==> src/common/ctimer_pkg.sv <==
package ctimer_pkg;
    // Byte register offsets on the processor data bus
    localparam logic [3:0] ADDR_COUNT_LO = 4'h0;
    localparam logic [3:0] ADDR_COUNT_HI = 4'h1;
    localparam logic [3:0] ADDR_CAP_LO = 4'h2;
    localparam logic [3:0] ADDR_CAP_HI = 4'h3;
    localparam logic [3:0] ADDR_CTRL_A = 4'h4;
    localparam logic [3:0] ADDR_CTRL_B = 4'h5;
    localparam logic [3:0] ADDR_FLAGS = 4'h6;
    localparam logic [3:0] ADDR_IRQ_EN = 4'h7;
    localparam logic [3:0] ADDR_CMP_CTRL = 4'h8;
    // Field positions
    localparam int CTRL_A_WGM_LSB = 0;
    localparam int CTRL_B_CS_LSB = 0;
    localparam int CTRL_B_WGM_LSB = 3;
    localparam int CTRL_B_EDGE_BIT = 6;
    localparam int CTRL_B_NF_BIT = 7;
    localparam int FLAG_OVF_BIT = 0;
    localparam int FLAG_CAP_BIT = 5;
    localparam int CMP_SEL_BIT = 3;
    // Reset values
    localparam logic [7:0] BYTE_RESET = 8'h00;
    localparam logic [15:0] WORD_RESET = 16'h0000;
    // Count limits
    localparam logic [15:0] COUNT_BOTTOM = 16'h0000;
    localparam logic [15:0] COUNT_MAX = 16'hffff;
    localparam logic [15:0] TOP_8BIT = 16'h00ff;
    localparam logic [15:0] TOP_9BIT = 16'h01ff;
    localparam logic [15:0] TOP_10BIT = 16'h03ff;
    // Noise filter length in system clocks
    localparam int FILTER_SAMPLES = 4;
    // Clock source select codes
    localparam logic [2:0] CS_STOP = 3'h0;
    localparam logic [2:0] CS_DIV1 = 3'h1;
    localparam logic [2:0] CS_DIV8 = 3'h2;
    localparam logic [2:0] CS_DIV64 = 3'h3;
    localparam logic [2:0] CS_DIV256 = 3'h4;
    localparam logic [2:0] CS_DIV1024 = 3'h5;
    localparam logic [2:0] CS_EXT_FALL = 3'h6;
    localparam logic [2:0] CS_EXT_RISE = 3'h7;

    typedef enum logic [1:0] {
        KIND_NORMAL,
        KIND_SINGLE,
        KIND_CTC,
        KIND_DUAL
    } count_kind_t;

    // Modes that take their top from the capture register
    function automatic logic uses_cap_top(input logic [3:0] mode);
        uses_cap_top = (mode == 4'h8) || (mode == 4'ha) ||
                       (mode == 4'hc) || (mode == 4'he);
    endfunction : uses_cap_top

    function automatic count_kind_t kind_of(input logic [3:0] mode);
        case (mode)
            4'h1, 4'h2, 4'h3, 4'h8, 4'h9, 4'ha, 4'hb: kind_of = KIND_DUAL;
            4'h5, 4'h6, 4'h7, 4'he, 4'hf: kind_of = KIND_SINGLE;
            4'h4, 4'hc: kind_of = KIND_CTC;
            default: kind_of = KIND_NORMAL;
        endcase
    endfunction : kind_of

    function automatic logic [15:0] top_of(input logic [3:0] mode,
                                           input logic [15:0] cap);
        case (mode)
            4'h1, 4'h5: top_of = TOP_8BIT;
            4'h2, 4'h6: top_of = TOP_9BIT;
            4'h3, 4'h7: top_of = TOP_10BIT;
            4'h8, 4'ha, 4'hc, 4'he: top_of = cap;
            default: top_of = COUNT_MAX;
        endcase
    endfunction : top_of
endpackage : ctimer_pkg

==> src/common/edge_path_if.sv <==
`timescale 1ns/10ps
interface edge_path_if;
    logic raw;
    logic filt_en;
    logic level;
    modport source (output raw, output filt_en, input level);
    modport filter (input raw, input filt_en, output level);
endinterface : edge_path_if

==> src/design/tick_select.sv <==
`timescale 1ns/10ps
module tick_select #(
    parameter int PRE_WIDTH = 10
) (
    input wire logic sys_clk_i,
    input wire logic rstn_i,
    input wire logic [2:0] clock_source_select_i,
    input wire logic ext_clk_pin_i,
    output logic timer_tick_o
);
    logic [PRE_WIDTH-1:0] pre_q;
    logic ext_q;
    logic ext_prev_q;

    // Free running prescaler
    always_ff @(posedge sys_clk_i or negedge rstn_i)
    begin
        if (!rstn_i)
            pre_q <= '0;
        else
            pre_q <= pre_q + 1'b1;
    end

    always_ff @(posedge sys_clk_i or negedge rstn_i)
    begin
        if (!rstn_i)
        begin
            ext_q <= 1'b0;
            ext_prev_q <= 1'b0;
        end
        else
        begin
            ext_q <= ext_clk_pin_i;
            ext_prev_q <= ext_q;
        end
    end

    // Tick source selection; code zero stops the timer
    always_comb
    begin
        case (clock_source_select_i)
            ctimer_pkg::CS_STOP: timer_tick_o = 1'b0;
            ctimer_pkg::CS_DIV1: timer_tick_o = 1'b1;
            ctimer_pkg::CS_DIV8: timer_tick_o = &pre_q[2:0];
            ctimer_pkg::CS_DIV64: timer_tick_o = &pre_q[5:0];
            ctimer_pkg::CS_DIV256: timer_tick_o = &pre_q[7:0];
            ctimer_pkg::CS_DIV1024: timer_tick_o = &pre_q[9:0];
            ctimer_pkg::CS_EXT_FALL: timer_tick_o = ext_prev_q & ~ext_q;
            ctimer_pkg::CS_EXT_RISE: timer_tick_o = ext_q & ~ext_prev_q;
            default: timer_tick_o = 1'b0;
        endcase
    end
endmodule : tick_select

==> src/design/capture_filter.sv <==
`timescale 1ns/10ps
module capture_filter (
    input wire logic sys_clk_i,
    input wire logic rstn_i,
    edge_path_if.filter path
);
    localparam int N = ctimer_pkg::FILTER_SAMPLES;
    logic [N-1:0] hist_q;
    logic level_q;

    always_ff @(posedge sys_clk_i or negedge rstn_i)
    begin
        if (!rstn_i)
            hist_q <= '0;
        else
            hist_q <= {hist_q[N-2:0], path.raw};
    end

    // With the filter on, output moves only on a full run of equal samples
    always_ff @(posedge sys_clk_i or negedge rstn_i)
    begin
        if (!rstn_i)
            level_q <= 1'b0;
        else if (!path.filt_en)
            level_q <= path.raw;
        else if (&hist_q)
            level_q <= 1'b1;
        else if (~|hist_q)
            level_q <= 1'b0;
    end

    assign path.level = level_q;
endmodule : capture_filter

==> src/design/capture_timer_16bit.sv <==
`timescale 1ns/10ps
// Overview of operation
// - Count appears as low and high bytes; high location reaches holding
// - Low read loads holding; low write loads count high from holding
// - Whole sixteen-bit value moves in one clock cycle
// - One holding register shared by all sixteen-bit registers
// - Holding keeps its value after a low-byte write
// - Counter clears, increments or decrements per tick by mode
// - Three-bit clock source field picks tick; zero stops timer
// - Counter readable and writable with or without ticks
// - Processor write beats clear or count in same cycle
// - Four-bit mode field split over control registers A and B
// - Overflow flag set where mode says; can request interrupt
// - Top and bottom indications produced
// - Capture on selected edge of pin or comparator output
// - Capture copies counter into capture register
// - Capture flag set in same cycle as copy
// - Capture flag requests interrupt when enabled; cleared on service
// - Writing one clears capture flag; zero leaves it
// - Capture low read first loads holding; high returns holding
// - Capture writes accepted only in capture-top modes
// - Optional filter needs four equal samples, adds four cycles
// - Capture input disabled in capture-top modes
// - Bottom is 0x0000, maximum is 0xffff
module capture_timer_16bit #(
    parameter int PRE_WIDTH = 10
) (
    input wire logic sys_clk_i,
    input wire logic rstn_i,
    input wire logic [3:0] addr_i,
    input wire logic wr_en_i,
    input wire logic rd_en_i,
    input wire logic [7:0] wdata_i,
    output logic [7:0] rdata_o,
    input wire logic capture_pin_i,
    input wire logic comparator_output_i,
    input wire logic ext_clk_pin_i,
    input wire logic capture_irq_ack_i,
    input wire logic overflow_irq_ack_i,
    output logic capture_irq_o,
    output logic overflow_irq_o,
    output logic at_top_o,
    output logic at_bottom_o
);
    logic [15:0] timer_count_q, count_d;
    logic [15:0] capture_value_q;
    logic [7:0] hold_q;
    logic [7:0] control_reg_a_q, control_reg_b_q;
    logic [7:0] irq_en_q, cmp_ctrl_q, rdata_q;
    logic dir_down_q, dir_d;
    logic overflow_flag_q, capture_flag_q;
    logic cap_irq_q, ovf_irq_q, at_top_q, at_bottom_q;
    logic level_prev_q;
    logic timer_tick, ovf_set, cap_trig, cap_block;
    logic [3:0] waveform_mode_field;
    logic [15:0] top_val;
    ctimer_pkg::count_kind_t kind;

    logic wr_cnt_lo, wr_cnt_hi, wr_cap_lo, wr_cap_hi;
    logic rd_cnt_lo, rd_cap_lo, wr_flags;

    assign wr_cnt_lo = wr_en_i && addr_i == ctimer_pkg::ADDR_COUNT_LO;
    assign wr_cnt_hi = wr_en_i && addr_i == ctimer_pkg::ADDR_COUNT_HI;
    assign wr_cap_lo = wr_en_i && addr_i == ctimer_pkg::ADDR_CAP_LO;
    assign wr_cap_hi = wr_en_i && addr_i == ctimer_pkg::ADDR_CAP_HI;
    assign wr_flags = wr_en_i && addr_i == ctimer_pkg::ADDR_FLAGS;
    assign rd_cnt_lo = rd_en_i && addr_i == ctimer_pkg::ADDR_COUNT_LO;
    assign rd_cap_lo = rd_en_i && addr_i == ctimer_pkg::ADDR_CAP_LO;

    // Mode field gathered from both control registers
    assign waveform_mode_field = {
        control_reg_b_q[ctimer_pkg::CTRL_B_WGM_LSB +: 2],
        control_reg_a_q[ctimer_pkg::CTRL_A_WGM_LSB +: 2]};
    assign kind = ctimer_pkg::kind_of(waveform_mode_field);
    assign top_val = ctimer_pkg::top_of(waveform_mode_field,
                                        capture_value_q);
    assign cap_block = ctimer_pkg::uses_cap_top(waveform_mode_field);

    tick_select #(
        .PRE_WIDTH(PRE_WIDTH)
    ) u_tick (
        .sys_clk_i(sys_clk_i),
        .rstn_i(rstn_i),
        .clock_source_select_i(
            control_reg_b_q[ctimer_pkg::CTRL_B_CS_LSB +: 3]),
        .ext_clk_pin_i(ext_clk_pin_i),
        .timer_tick_o(timer_tick)
    );

    edge_path_if edge_path ();

    // Source select and filter enable
    assign edge_path.raw = cmp_ctrl_q[ctimer_pkg::CMP_SEL_BIT] ?
        comparator_output_i : capture_pin_i;
    assign edge_path.filt_en = control_reg_b_q[ctimer_pkg::CTRL_B_NF_BIT];

    capture_filter u_filter (
        .sys_clk_i(sys_clk_i),
        .rstn_i(rstn_i),
        .path(edge_path.filter)
    );

    // Edge detector, held off in capture-top modes
    always_ff @(posedge sys_clk_i or negedge rstn_i)
    begin
        if (!rstn_i)
            level_prev_q <= 1'b0;
        else
            level_prev_q <= edge_path.level;
    end

    assign cap_trig = !cap_block &&
        (control_reg_b_q[ctimer_pkg::CTRL_B_EDGE_BIT] ?
            (edge_path.level && !level_prev_q) :
            (!edge_path.level && level_prev_q));

    // Next count; a processor write overrides counting
    always_comb
    begin
        count_d = timer_count_q;
        dir_d = dir_down_q;
        ovf_set = 1'b0;
        if (timer_tick)
        begin
            case (kind)
                ctimer_pkg::KIND_DUAL:
                begin
                    if (!dir_down_q)
                    begin
                        if (timer_count_q >= top_val)
                        begin
                            dir_d = 1'b1;
                            count_d = timer_count_q - 16'h0001;
                        end
                        else
                            count_d = timer_count_q + 16'h0001;
                    end
                    else if (timer_count_q == ctimer_pkg::COUNT_BOTTOM)
                    begin
                        dir_d = 1'b0;
                        count_d = timer_count_q + 16'h0001;
                    end
                    else
                    begin
                        count_d = timer_count_q - 16'h0001;
                        ovf_set = (timer_count_q == 16'h0001);
                    end
                end
                ctimer_pkg::KIND_SINGLE:
                begin
                    dir_d = 1'b0;
                    if (timer_count_q >= top_val)
                    begin
                        count_d = ctimer_pkg::COUNT_BOTTOM;
                        ovf_set = 1'b1;
                    end
                    else
                        count_d = timer_count_q + 16'h0001;
                end
                ctimer_pkg::KIND_CTC:
                begin
                    dir_d = 1'b0;
                    ovf_set = (timer_count_q == ctimer_pkg::COUNT_MAX);
                    if (timer_count_q >= top_val)
                        count_d = ctimer_pkg::COUNT_BOTTOM;
                    else
                        count_d = timer_count_q + 16'h0001;
                end
                default:
                begin
                    dir_d = 1'b0;
                    count_d = timer_count_q + 16'h0001;
                    ovf_set = (timer_count_q == ctimer_pkg::COUNT_MAX);
                end
            endcase
        end
        if (wr_cnt_lo)
            count_d = {hold_q, wdata_i};
    end

    always_ff @(posedge sys_clk_i or negedge rstn_i)
    begin
        if (!rstn_i)
        begin
            timer_count_q <= ctimer_pkg::WORD_RESET;
            dir_down_q <= 1'b0;
        end
        else
        begin
            timer_count_q <= count_d;
            dir_down_q <= dir_d;
        end
    end

    // Shared holding byte for every sixteen-bit register
    always_ff @(posedge sys_clk_i or negedge rstn_i)
    begin
        if (!rstn_i)
            hold_q <= ctimer_pkg::BYTE_RESET;
        else if (wr_cnt_hi || wr_cap_hi)
            hold_q <= wdata_i;
        else if (rd_cnt_lo)
            hold_q <= timer_count_q[15:8];
        else if (rd_cap_lo)
            hold_q <= capture_value_q[15:8];
    end

    // Capture register; writes only in capture-top modes
    always_ff @(posedge sys_clk_i or negedge rstn_i)
    begin
        if (!rstn_i)
            capture_value_q <= ctimer_pkg::WORD_RESET;
        else if (cap_trig)
            capture_value_q <= timer_count_q;
        else if (wr_cap_lo && cap_block)
            capture_value_q <= {hold_q, wdata_i};
    end

    // Sticky flags; a set wins over any clear
    always_ff @(posedge sys_clk_i or negedge rstn_i)
    begin
        if (!rstn_i)
        begin
            capture_flag_q <= 1'b0;
            overflow_flag_q <= 1'b0;
        end
        else
        begin
            if (cap_trig)
                capture_flag_q <= 1'b1;
            else if (capture_irq_ack_i ||
                     (wr_flags && wdata_i[ctimer_pkg::FLAG_CAP_BIT]))
                capture_flag_q <= 1'b0;
            if (ovf_set)
                overflow_flag_q <= 1'b1;
            else if (overflow_irq_ack_i ||
                     (wr_flags && wdata_i[ctimer_pkg::FLAG_OVF_BIT]))
                overflow_flag_q <= 1'b0;
        end
    end

    // Control registers
    always_ff @(posedge sys_clk_i or negedge rstn_i)
    begin
        if (!rstn_i)
        begin
            control_reg_a_q <= ctimer_pkg::BYTE_RESET;
            control_reg_b_q <= ctimer_pkg::BYTE_RESET;
            irq_en_q <= ctimer_pkg::BYTE_RESET;
            cmp_ctrl_q <= ctimer_pkg::BYTE_RESET;
        end
        else if (wr_en_i)
        begin
            case (addr_i)
                ctimer_pkg::ADDR_CTRL_A: control_reg_a_q <= wdata_i;
                ctimer_pkg::ADDR_CTRL_B: control_reg_b_q <= wdata_i;
                ctimer_pkg::ADDR_IRQ_EN: irq_en_q <= wdata_i;
                ctimer_pkg::ADDR_CMP_CTRL: cmp_ctrl_q <= wdata_i;
                default: ;
            endcase
        end
    end

    // Read data, registered; high locations return the holding byte
    always_ff @(posedge sys_clk_i or negedge rstn_i)
    begin
        if (!rstn_i)
            rdata_q <= ctimer_pkg::BYTE_RESET;
        else if (rd_en_i)
        begin
            case (addr_i)
                ctimer_pkg::ADDR_COUNT_LO: rdata_q <= timer_count_q[7:0];
                ctimer_pkg::ADDR_COUNT_HI: rdata_q <= hold_q;
                ctimer_pkg::ADDR_CAP_LO: rdata_q <= capture_value_q[7:0];
                ctimer_pkg::ADDR_CAP_HI: rdata_q <= hold_q;
                ctimer_pkg::ADDR_CTRL_A: rdata_q <= control_reg_a_q;
                ctimer_pkg::ADDR_CTRL_B: rdata_q <= control_reg_b_q;
                ctimer_pkg::ADDR_FLAGS:
                begin
                    rdata_q <= 8'h00;
                    rdata_q[ctimer_pkg::FLAG_CAP_BIT] <= capture_flag_q;
                    rdata_q[ctimer_pkg::FLAG_OVF_BIT] <= overflow_flag_q;
                end
                ctimer_pkg::ADDR_IRQ_EN: rdata_q <= irq_en_q;
                ctimer_pkg::ADDR_CMP_CTRL: rdata_q <= cmp_ctrl_q;
                default: rdata_q <= 8'h00;
            endcase
        end
    end

    // Interrupt requests and top/bottom indications
    always_ff @(posedge sys_clk_i or negedge rstn_i)
    begin
        if (!rstn_i)
        begin
            cap_irq_q <= 1'b0;
            ovf_irq_q <= 1'b0;
            at_top_q <= 1'b0;
            at_bottom_q <= 1'b0;
        end
        else
        begin
            cap_irq_q <= capture_flag_q &&
                irq_en_q[ctimer_pkg::FLAG_CAP_BIT];
            ovf_irq_q <= overflow_flag_q &&
                irq_en_q[ctimer_pkg::FLAG_OVF_BIT];
            at_top_q <= (timer_count_q == top_val);
            at_bottom_q <=
                (timer_count_q == ctimer_pkg::COUNT_BOTTOM);
        end
    end

    assign rdata_o = rdata_q;
    assign capture_irq_o = cap_irq_q;
    assign overflow_irq_o = ovf_irq_q;
    assign at_top_o = at_top_q;
    assign at_bottom_o = at_bottom_q;
endmodule : capture_timer_16bit

==> config.mk <==
export PLATFORM = sky130hd
export DESIGN_NAME = capture_timer_16bit
export DESIGN_NICKNAME = d
export VERILOG_FILES = /design/src/common/ctimer_pkg.sv /design/src/common/edge_path_if.sv /design/src/design/tick_select.sv /design/src/design/capture_filter.sv /design/src/design/capture_timer_16bit.sv
export SDC_FILE = /design/constraint.sdc
export NUM_CORES = 1
export LEC_CHECK = 0
export BUFFER_PORTS_ARGS = -buffer_cell sky130_fd_sc_hd__buf_2
export CAP_MARGIN = 20
export CORE_MARGIN = 1.5
export CORE_UTILIZATION = 50
export CTS_BUF_LIST = sky130_fd_sc_hd__clkbuf_16
export CTS_CLUSTER_SIZE = 40
export DETAILED_ROUTE_END_ITERATION = 16
export PLACE_DENSITY = 0.69
export SLEW_MARGIN = 15
export SYNTH_ARGS = -nofsm -noshare
export SYNTH_HDL_FRONTEND = slang
export SYNTH_SLANG_ARGS = --single-unit
==> constraint.sdc <==
create_clock -name sys_clk_i -period 8.7 [get_ports sys_clk_i]
set_clock_uncertainty 0.05 [all_clocks]
set_input_delay 0.87 -clock sys_clk_i [delete_from_list [all_inputs] [get_ports sys_clk_i]]
set_output_delay 0.87 -clock sys_clk_i [all_outputs]
set_load 0.005 [all_outputs]
Yosys cells after proc, flatten, opt, wreduce, memory -nomap -nowiden
Memories as Yosys holds them, arrays and structs flattened.
Index checks and enable logic that the tools add are counted.
{"block": "word_totals", "regBits": 105, "romBits": 32, "input_bits": 21, "out_inout_bits": 12, "elab_cells": 142, "n_memories": 1}
{"block": "classes", "n_addsub": 3, "order_cmp": 1, "eq_ne": 32, "muxes": 32, "bitwise_logic": 4, "n_reduce_logical": 48}
{"memory": "(name not given)", "depth": 16, "word_bits": 2, "read_ports": 1, "rd_ports_with_merged_regs": 0, "wr": 0, "line_no": "ctimer_pkg.sv:56", "text": "case (mode)"}
{"operator": "$mux W16", "count": 8}
{"operator": "$pmux W16 S4", "count": 1}
{"operator": "$pmux W8 S8", "count": 1}
{"operator": "$pmux W16 S2", "count": 1}
{"operator": "$eq A4 B3 Y1 const B", "count": 7}
{"operator": "$mux W8", "count": 3}
{"operator": "$eq A4 B4 Y1 const B", "count": 5}
{"operator": "$add A16 B1 Y16 const B", "count": 1}
{"operator": "$eq A16 B1 Y1 const B", "count": 1}
{"operator": "$eq A16 B16 Y1", "count": 1}
{"operator": "$eq A16 B16 Y1 const B", "count": 1}
{"operator": "$eq A4 B2 Y1 const B", "count": 4}
{"operator": "$ge A16 B16 Y1", "count": 1}
{"operator": "$logic_not A16 Y1", "count": 1}
{"operator": "$mux W1", "count": 16}
{"operator": "$sub A16 B1 Y16 const B", "count": 1}
{"operator": "$logic_and A1 B1 Y1", "count": 15}
{"operator": "$eq A3 B3 Y1 const B", "count": 4}
{"operator": "$add A10 B1 Y10 const B", "count": 1}
{"operator": "$reduce_and A10 Y1", "count": 1}
{"operator": "$reduce_or A2 Y1", "count": 5}
{"operator": "$eq A4 B1 Y1 const B", "count": 2}
{"operator": "$pmux W1 S8", "count": 1}
{"operator": "$reduce_and A2 Y1", "count": 4}
{"operator": "19 further kinds", "count": 34}

Longest topological paths before layout
{"block": "depth", "ltp_word": 9, "ltp_mapped": 14, "depth_no_buf": 12}

Hierarchy
Synthesis repeated with hierarchy kept, for this count alone.
{"block": "hier_totals", "hier_cells": 680, "area_unflattened_um2": 6481.2}
{"mod": "capture_timer_16bit", "instances": 1, "cells_each": 625, "area_per_inst_um2": 5781.8, "seq_area_each_um2": 2202.1}
{"mod": "tick_select", "instances": 1, "cells_each": 45, "area_per_inst_um2": 544.3, "seq_area_each_um2": 300.3}
{"mod": "capture_filter", "instances": 1, "cells_each": 10, "area_per_inst_um2": 155.1, "seq_area_each_um2": 125.1}

Least setup slack after synthesis
OpenSTA, ideal clock, no wires.
{"block": "synth_timing", "kind": "register to register", "from": "reg control_reg_a_q[0]", "to": "reg timer_count_q[6]", "setup_time_ns": 0.131, "arrival_ns": 3.026, "required_time_ns": 8.519, "slack_ns": 5.493, "path_stages_with_launch": 13, "n_path_buf": 1, "path_cell_list": "dfrtp_1 > nand2b_1 > clkbuf_1 > nor2_1 > ha_1 > a41o_1 > a21oi_1 > o211ai_1 > a2111o_1 > o21ai_1 > nand2b_1 > a221oi_1 > or3_1"}
{"block": "synth_between", "elab_chain_len": 9}
{"item": "from (decl)", "line_no": "capture_timer_16bit.sv:48", "text": "logic [7:0] control_reg_a_q, control_reg_b_q;"}
{"item": "from (signal assigned)", "line_no": "capture_timer_16bit.sv:247", "text": "control_reg_a_q <= ctimer_pkg::BYTE_RESET;"}
{"item": "from (signal assigned)", "line_no": "capture_timer_16bit.sv:255", "text": "ctimer_pkg::ADDR_CTRL_A: control_reg_a_q <= wdata_i;"}
{"item": "$eq A4 B4 Y1, or another cell as far along", "line_no": "ctimer_pkg.sv:66", "text": "case (mode)"}
{"item": "$reduce_or A4 Y1 or $reduce_or A2 Y1 (tied branches)", "line_no": "ctimer_pkg.sv:66"}
{"item": "$pmux W16 S4", "line_no": "ctimer_pkg.sv:66"}
{"item": "$ge A16 B16 Y1", "line_no": "capture_timer_16bit.sv:130, capture_timer_16bit.sv:152, capture_timer_16bit.sv:164"}
{"item": "$mux W16", "line_no": "capture_timer_16bit.sv:130", "text": "if (timer_count_q >= top_val)"}
{"item": "$mux W16", "line_no": "capture_timer_16bit.sv:128", "text": "if (!dir_down_q)"}
{"item": "$pmux W16 S2 *", "line_no": "capture_timer_16bit.sv:125", "text": "case (kind)"}
{"item": "$mux W16 *", "line_no": "capture_timer_16bit.sv:123", "text": "if (timer_tick)"}
{"item": "$mux W16 *", "line_no": "capture_timer_16bit.sv:177", "text": "if (wr_cnt_lo)"}
{"item": "to (signal assigned)", "line_no": "capture_timer_16bit.sv:185", "text": "timer_count_q <= ctimer_pkg::WORD_RESET;"}
{"item": "to (signal assigned)", "line_no": "capture_timer_16bit.sv:190", "text": "timer_count_q <= count_d;"}
{"item": "to (decl)", "line_no": "capture_timer_16bit.sv:45", "text": "logic [15:0] timer_count_q, count_d;"}
Mark *: on every way between the ends. The rest lies on a longest branch, timed or not. The select of a mux whose other input is x is not followed.
A chain may end at the register's enable or synchronous reset.

Worst setup path in the final report
{"block": "layout_timing", "from": "reg control_reg_b_q[4]", "to": "reg timer_count_q[6]"}
{"block": "layout_between", "elab_chain_len": 9}
{"item": "from (decl)", "line_no": "capture_timer_16bit.sv:48"}
{"item": "from (signal assigned)", "line_no": "capture_timer_16bit.sv:248", "text": "control_reg_b_q <= ctimer_pkg::BYTE_RESET;"}
{"item": "from (signal assigned)", "line_no": "capture_timer_16bit.sv:256", "text": "ctimer_pkg::ADDR_CTRL_B: control_reg_b_q <= wdata_i;"}
{"item": "$eq A4 B4 Y1, or another cell as far along", "line_no": "ctimer_pkg.sv:66"}
{"item": "$reduce_or A4 Y1 or $reduce_or A2 Y1 (tied branches)", "line_no": "ctimer_pkg.sv:66"}
{"item": "$pmux W16 S4", "line_no": "ctimer_pkg.sv:66"}
{"item": "$ge A16 B16 Y1", "line_no": "capture_timer_16bit.sv:130, capture_timer_16bit.sv:152, capture_timer_16bit.sv:164"}
{"item": "$mux W16", "line_no": "capture_timer_16bit.sv:130"}
{"item": "$mux W16", "line_no": "capture_timer_16bit.sv:128"}
{"item": "$pmux W16 S2 *", "line_no": "capture_timer_16bit.sv:125"}
{"item": "$mux W16 *", "line_no": "capture_timer_16bit.sv:123"}
{"item": "$mux W16 *", "line_no": "capture_timer_16bit.sv:177"}
Marks and branches as above.

==> impl_metrics.yaml <==
placement:
  globalplace.congestion: 0.9283
  io_buffers: 32
  hpwl_microns: 12840
min_path:
  min_from: "u_filter.hist_q[1]"
  min_to: "u_filter.hist_q[2]"
  hold_depth: 0
  hp-class: "reg -> reg"
pwr:
  p_sw_w: 0.0008043
  cell_internal_pwr_w: 0.001079
  ir_drop_mv: 0.1184
  p_clk_frac: 0.214
  swShare: 0.4270
  p_per_area_nw_per_um2: 280.3
  power_leakage_nw: 2.917
  pwr-share-seq: 0.438
  power_w: 0.001884
  p_comb_frac: 0.348
outcome:
  run_status: "complete, no violations"
grt:
  antenna_found_initial: 1
  overflow: 0
  grt_max_degree: 83
  grt_pass1_vias: 5182
  grt_pass1_wl_microns: 28590
  grt_use_total: 0.2912
detailed_routing:
  wl_met1_microns: 7856
  wl_met2_microns: 8058
  wl_per_cell_microns: 21.63
  first_pass_iters: 6
  antenna_left: 0
  avgViaCountPerCell: 6.518
  vias: 5397
  dr.max_layer_used: "met5"
  drc: 0
  wirelength_microns: 17910
  wl_met3_microns: 1221
  drt_iter0_drc: 484
layout:
  nNetsFinal: 723
  drive_gt1_frac: 0.1439
  syn2layout_area_growth_pct: 9.189
  fillers: 1094
  multi_input_area_sq_um: 3277
  ff_latch_area_sq_um: 2628
  antennaDiodeCount: 0
worst_setup_path:
  worstPathRequired_ps: 8890
  r2r_slack_ps: 4840
  crit_fanout: 16
  r2r_cells: 12
  startpoint_type: "flip-flop"
  worstPathArrival_ps: 4050
  cp-end-kind: "flip-flop"
  path_class: "reg -> reg"
  regToRegStartpoint: "control_reg_b_q[4]"
  r2r-end: "timer_count_q[6]"
synthesis:
  synth_common_cells: "105 x dfrtp_1, 81 x nor2_1, 46 x nand2_1"
  async_flop_share: 1.000
  synth-edff-count: 0
  synth_seq_cells: 105
  yosysTopAreaCell: "dfrtp_1"
  syn-cell-area_sq_um: 6155
  yosysTopAreaCellShare: 0.4269
  synth_most_common_cell: "dfrtp_1"
  synth_cells: 662
  synth.distinct_cells: 62
  synthTopCellsByArea: "dfrtp_1 43%, mux2_2 6.2%, ha_1 5.3%, nor2_1 4.9%, o22ai_1 2.9%"
  syn-num-nets: 709
  ys.flop_type: "dfrtp_1"
  yosysWarnings: 0
  ys_seq_area_frac: 0.4269
  avgSynthCellArea_sq_um: 9.297
timing:
  hold_viol: 0
  drv_slew: 0
  relSlewSlack: 0.3471
  min_period_ps: 3856
  rsz0062_at_grt: "no"
  fin_crit_sh: 0.4433
  setup_viol: 0
  tns_ps: 0
  fmax_mhz: 259.3
  tightest_slew_ps: 974.8
clock_tree:
  postCtsSetupBuffers: 0
  clk-insertion-delay-late_ps: 360
  htreeDepth: 3
  path_clk_slew_ps: 80
  clockBufferDepth: 2
  hold_buffers: 0
  cts_tree: "built"
  ctsResizeCount: 0
  cts_made_buffers: 9
  clock-sinks: 105
  cts-root-buf: "clkbuf_16"
floorplanning:
  ios: 33
  core_area_sq_um: 12010
  start_util: 0.5124
  rows: 40
  die_h_microns: 113.9
  design.die.area_sq_um: 12980
  die_x_microns: 113.9
run:
  cap_violations: 0
==> per-layer routing <==
metal,track usage,vias up
li1,-,2472
met1,0.3950,2635
met2,0.4446,234
met3,0.06748,54
met4,0.1325,2
met5,0,-
==> power by group through the flow <==
stage	Clock, W	Combinational, W	Sequential [W]
4_1_cts	0.000411	0.000646	0.000816
3_5_place_dp	0	0.000644	0.000823
5_1_grt	0.000425	0.000731	0.000841
2_1_floorplan	0	0.000542	0.000698
6_report	0.000403	0.000655	0.000826
3_3_place_gp	0	0.000615	0.000820
==> worst max-delay path, stage by stage, from the launching register on <==
cell and delay [ps]:
dfrtp_1 520, nand2b_1 380, o21ai_0 290, ha_1 290
a21oi_1 160, o21a_1 160, a21oi_1 80, a2111o_1 490
o21ai_1 500, buf_6 230, nand2b_1 130, a221oi_1 70
or3_1 390
==> sequential cells by signal (all words and copies together) (netlist names), 4 cells and up <==
register         flops
capture_value_q     16
timer_count_q       16
u_tick.pre_q        10
cmp_ctrl_q           8
control_reg_a_q      8
control_reg_b_q      8
hold_q               8
irq_en_q             8
rdata_o              8
u_filter.hist_q      4
==> logic make-up after synthesis <==
logic type,Yosys count,synth area share
compound gates,182,0.1927
xor+xnor,14,0.01992
fa+ha+maj,26,0.05286
buf+inv,60,0.04066
flops,105,0.4269
mux,49,0.08660
simple gates,226,0.1803
==> area by class of cell <==
| class | instances | area share |
|---|---|---|
| Clock buffer | 9 | 0.03351 |
| Timing Repair Buffer | 43 | 0.04003 |
| Clock inverter | 7 | 0.009309 |
| Tap cell | 147 | 0.02737 |
| Inverter | 20 | 0.01117 |
| Multi-Input combinational cell | 497 | 0.4876 |
| Sequential cell | 105 | 0.3910 |
==> placed cells by master (no fill, tap or decap), types with 7 or more instances in the layout <==
| master | instances |
|---|---|
| nand2_1 | 46 |
| a31oi_1 | 8 |
| inv_1 | 20 |
| nand4_1 | 10 |
| nor2_1 | 81 |
| nand3_1 | 18 |
| a22oi_1 | 15 |
| buf_2 | 31 |
| o22ai_1 | 29 |
| o21ai_0 | 35 |
| or3_1 | 7 |
| clkbuf_16 | 9 |
| a21oi_1 | 36 |
| mux2i_1 | 15 |
| buf_4 | 10 |
| xor2_1 | 8 |
| mux2_2 | 34 |
| ha_1 | 26 |
| and3_1 | 10 |
| nor4_1 | 8 |
| nor3_1 | 11 |
| dfrtp_1 | 105 |
==> per-stage QoR <==
stage / setup slack [ps] / cells / util / instance area [sq um] / hold WS [ps]
final: 4844 / 828 / 0.5595 / 6720 / 319.3
after global routing: 4569 / 828 / 0.5595 / 6720 / 338.8
after CTS: 4916 / 827 / 0.5572 / 6693 / 321.1
after detailed placement: 4939 / 811 / 0.5332 / 6405 / 304.0
after global placement: 4715 / 810 / 0.5323 / 6394 / 303.0
after floorplan: 5493 / 662 / - / 6155 / 297.8
==> worst max path at each step <==
stage                                  start               end
after floorplan           control_reg_a_q[0]  timer_count_q[6]
after global placement    control_reg_b_q[4]  timer_count_q[6]
after detailed placement  control_reg_b_q[4]  timer_count_q[6]
after CTS                 control_reg_b_q[4]  timer_count_q[6]
after global routing      control_reg_b_q[4]  timer_count_q[6]
final                     control_reg_b_q[4]  timer_count_q[6]
No activity file was read; power rests on OpenSTA's default activity.
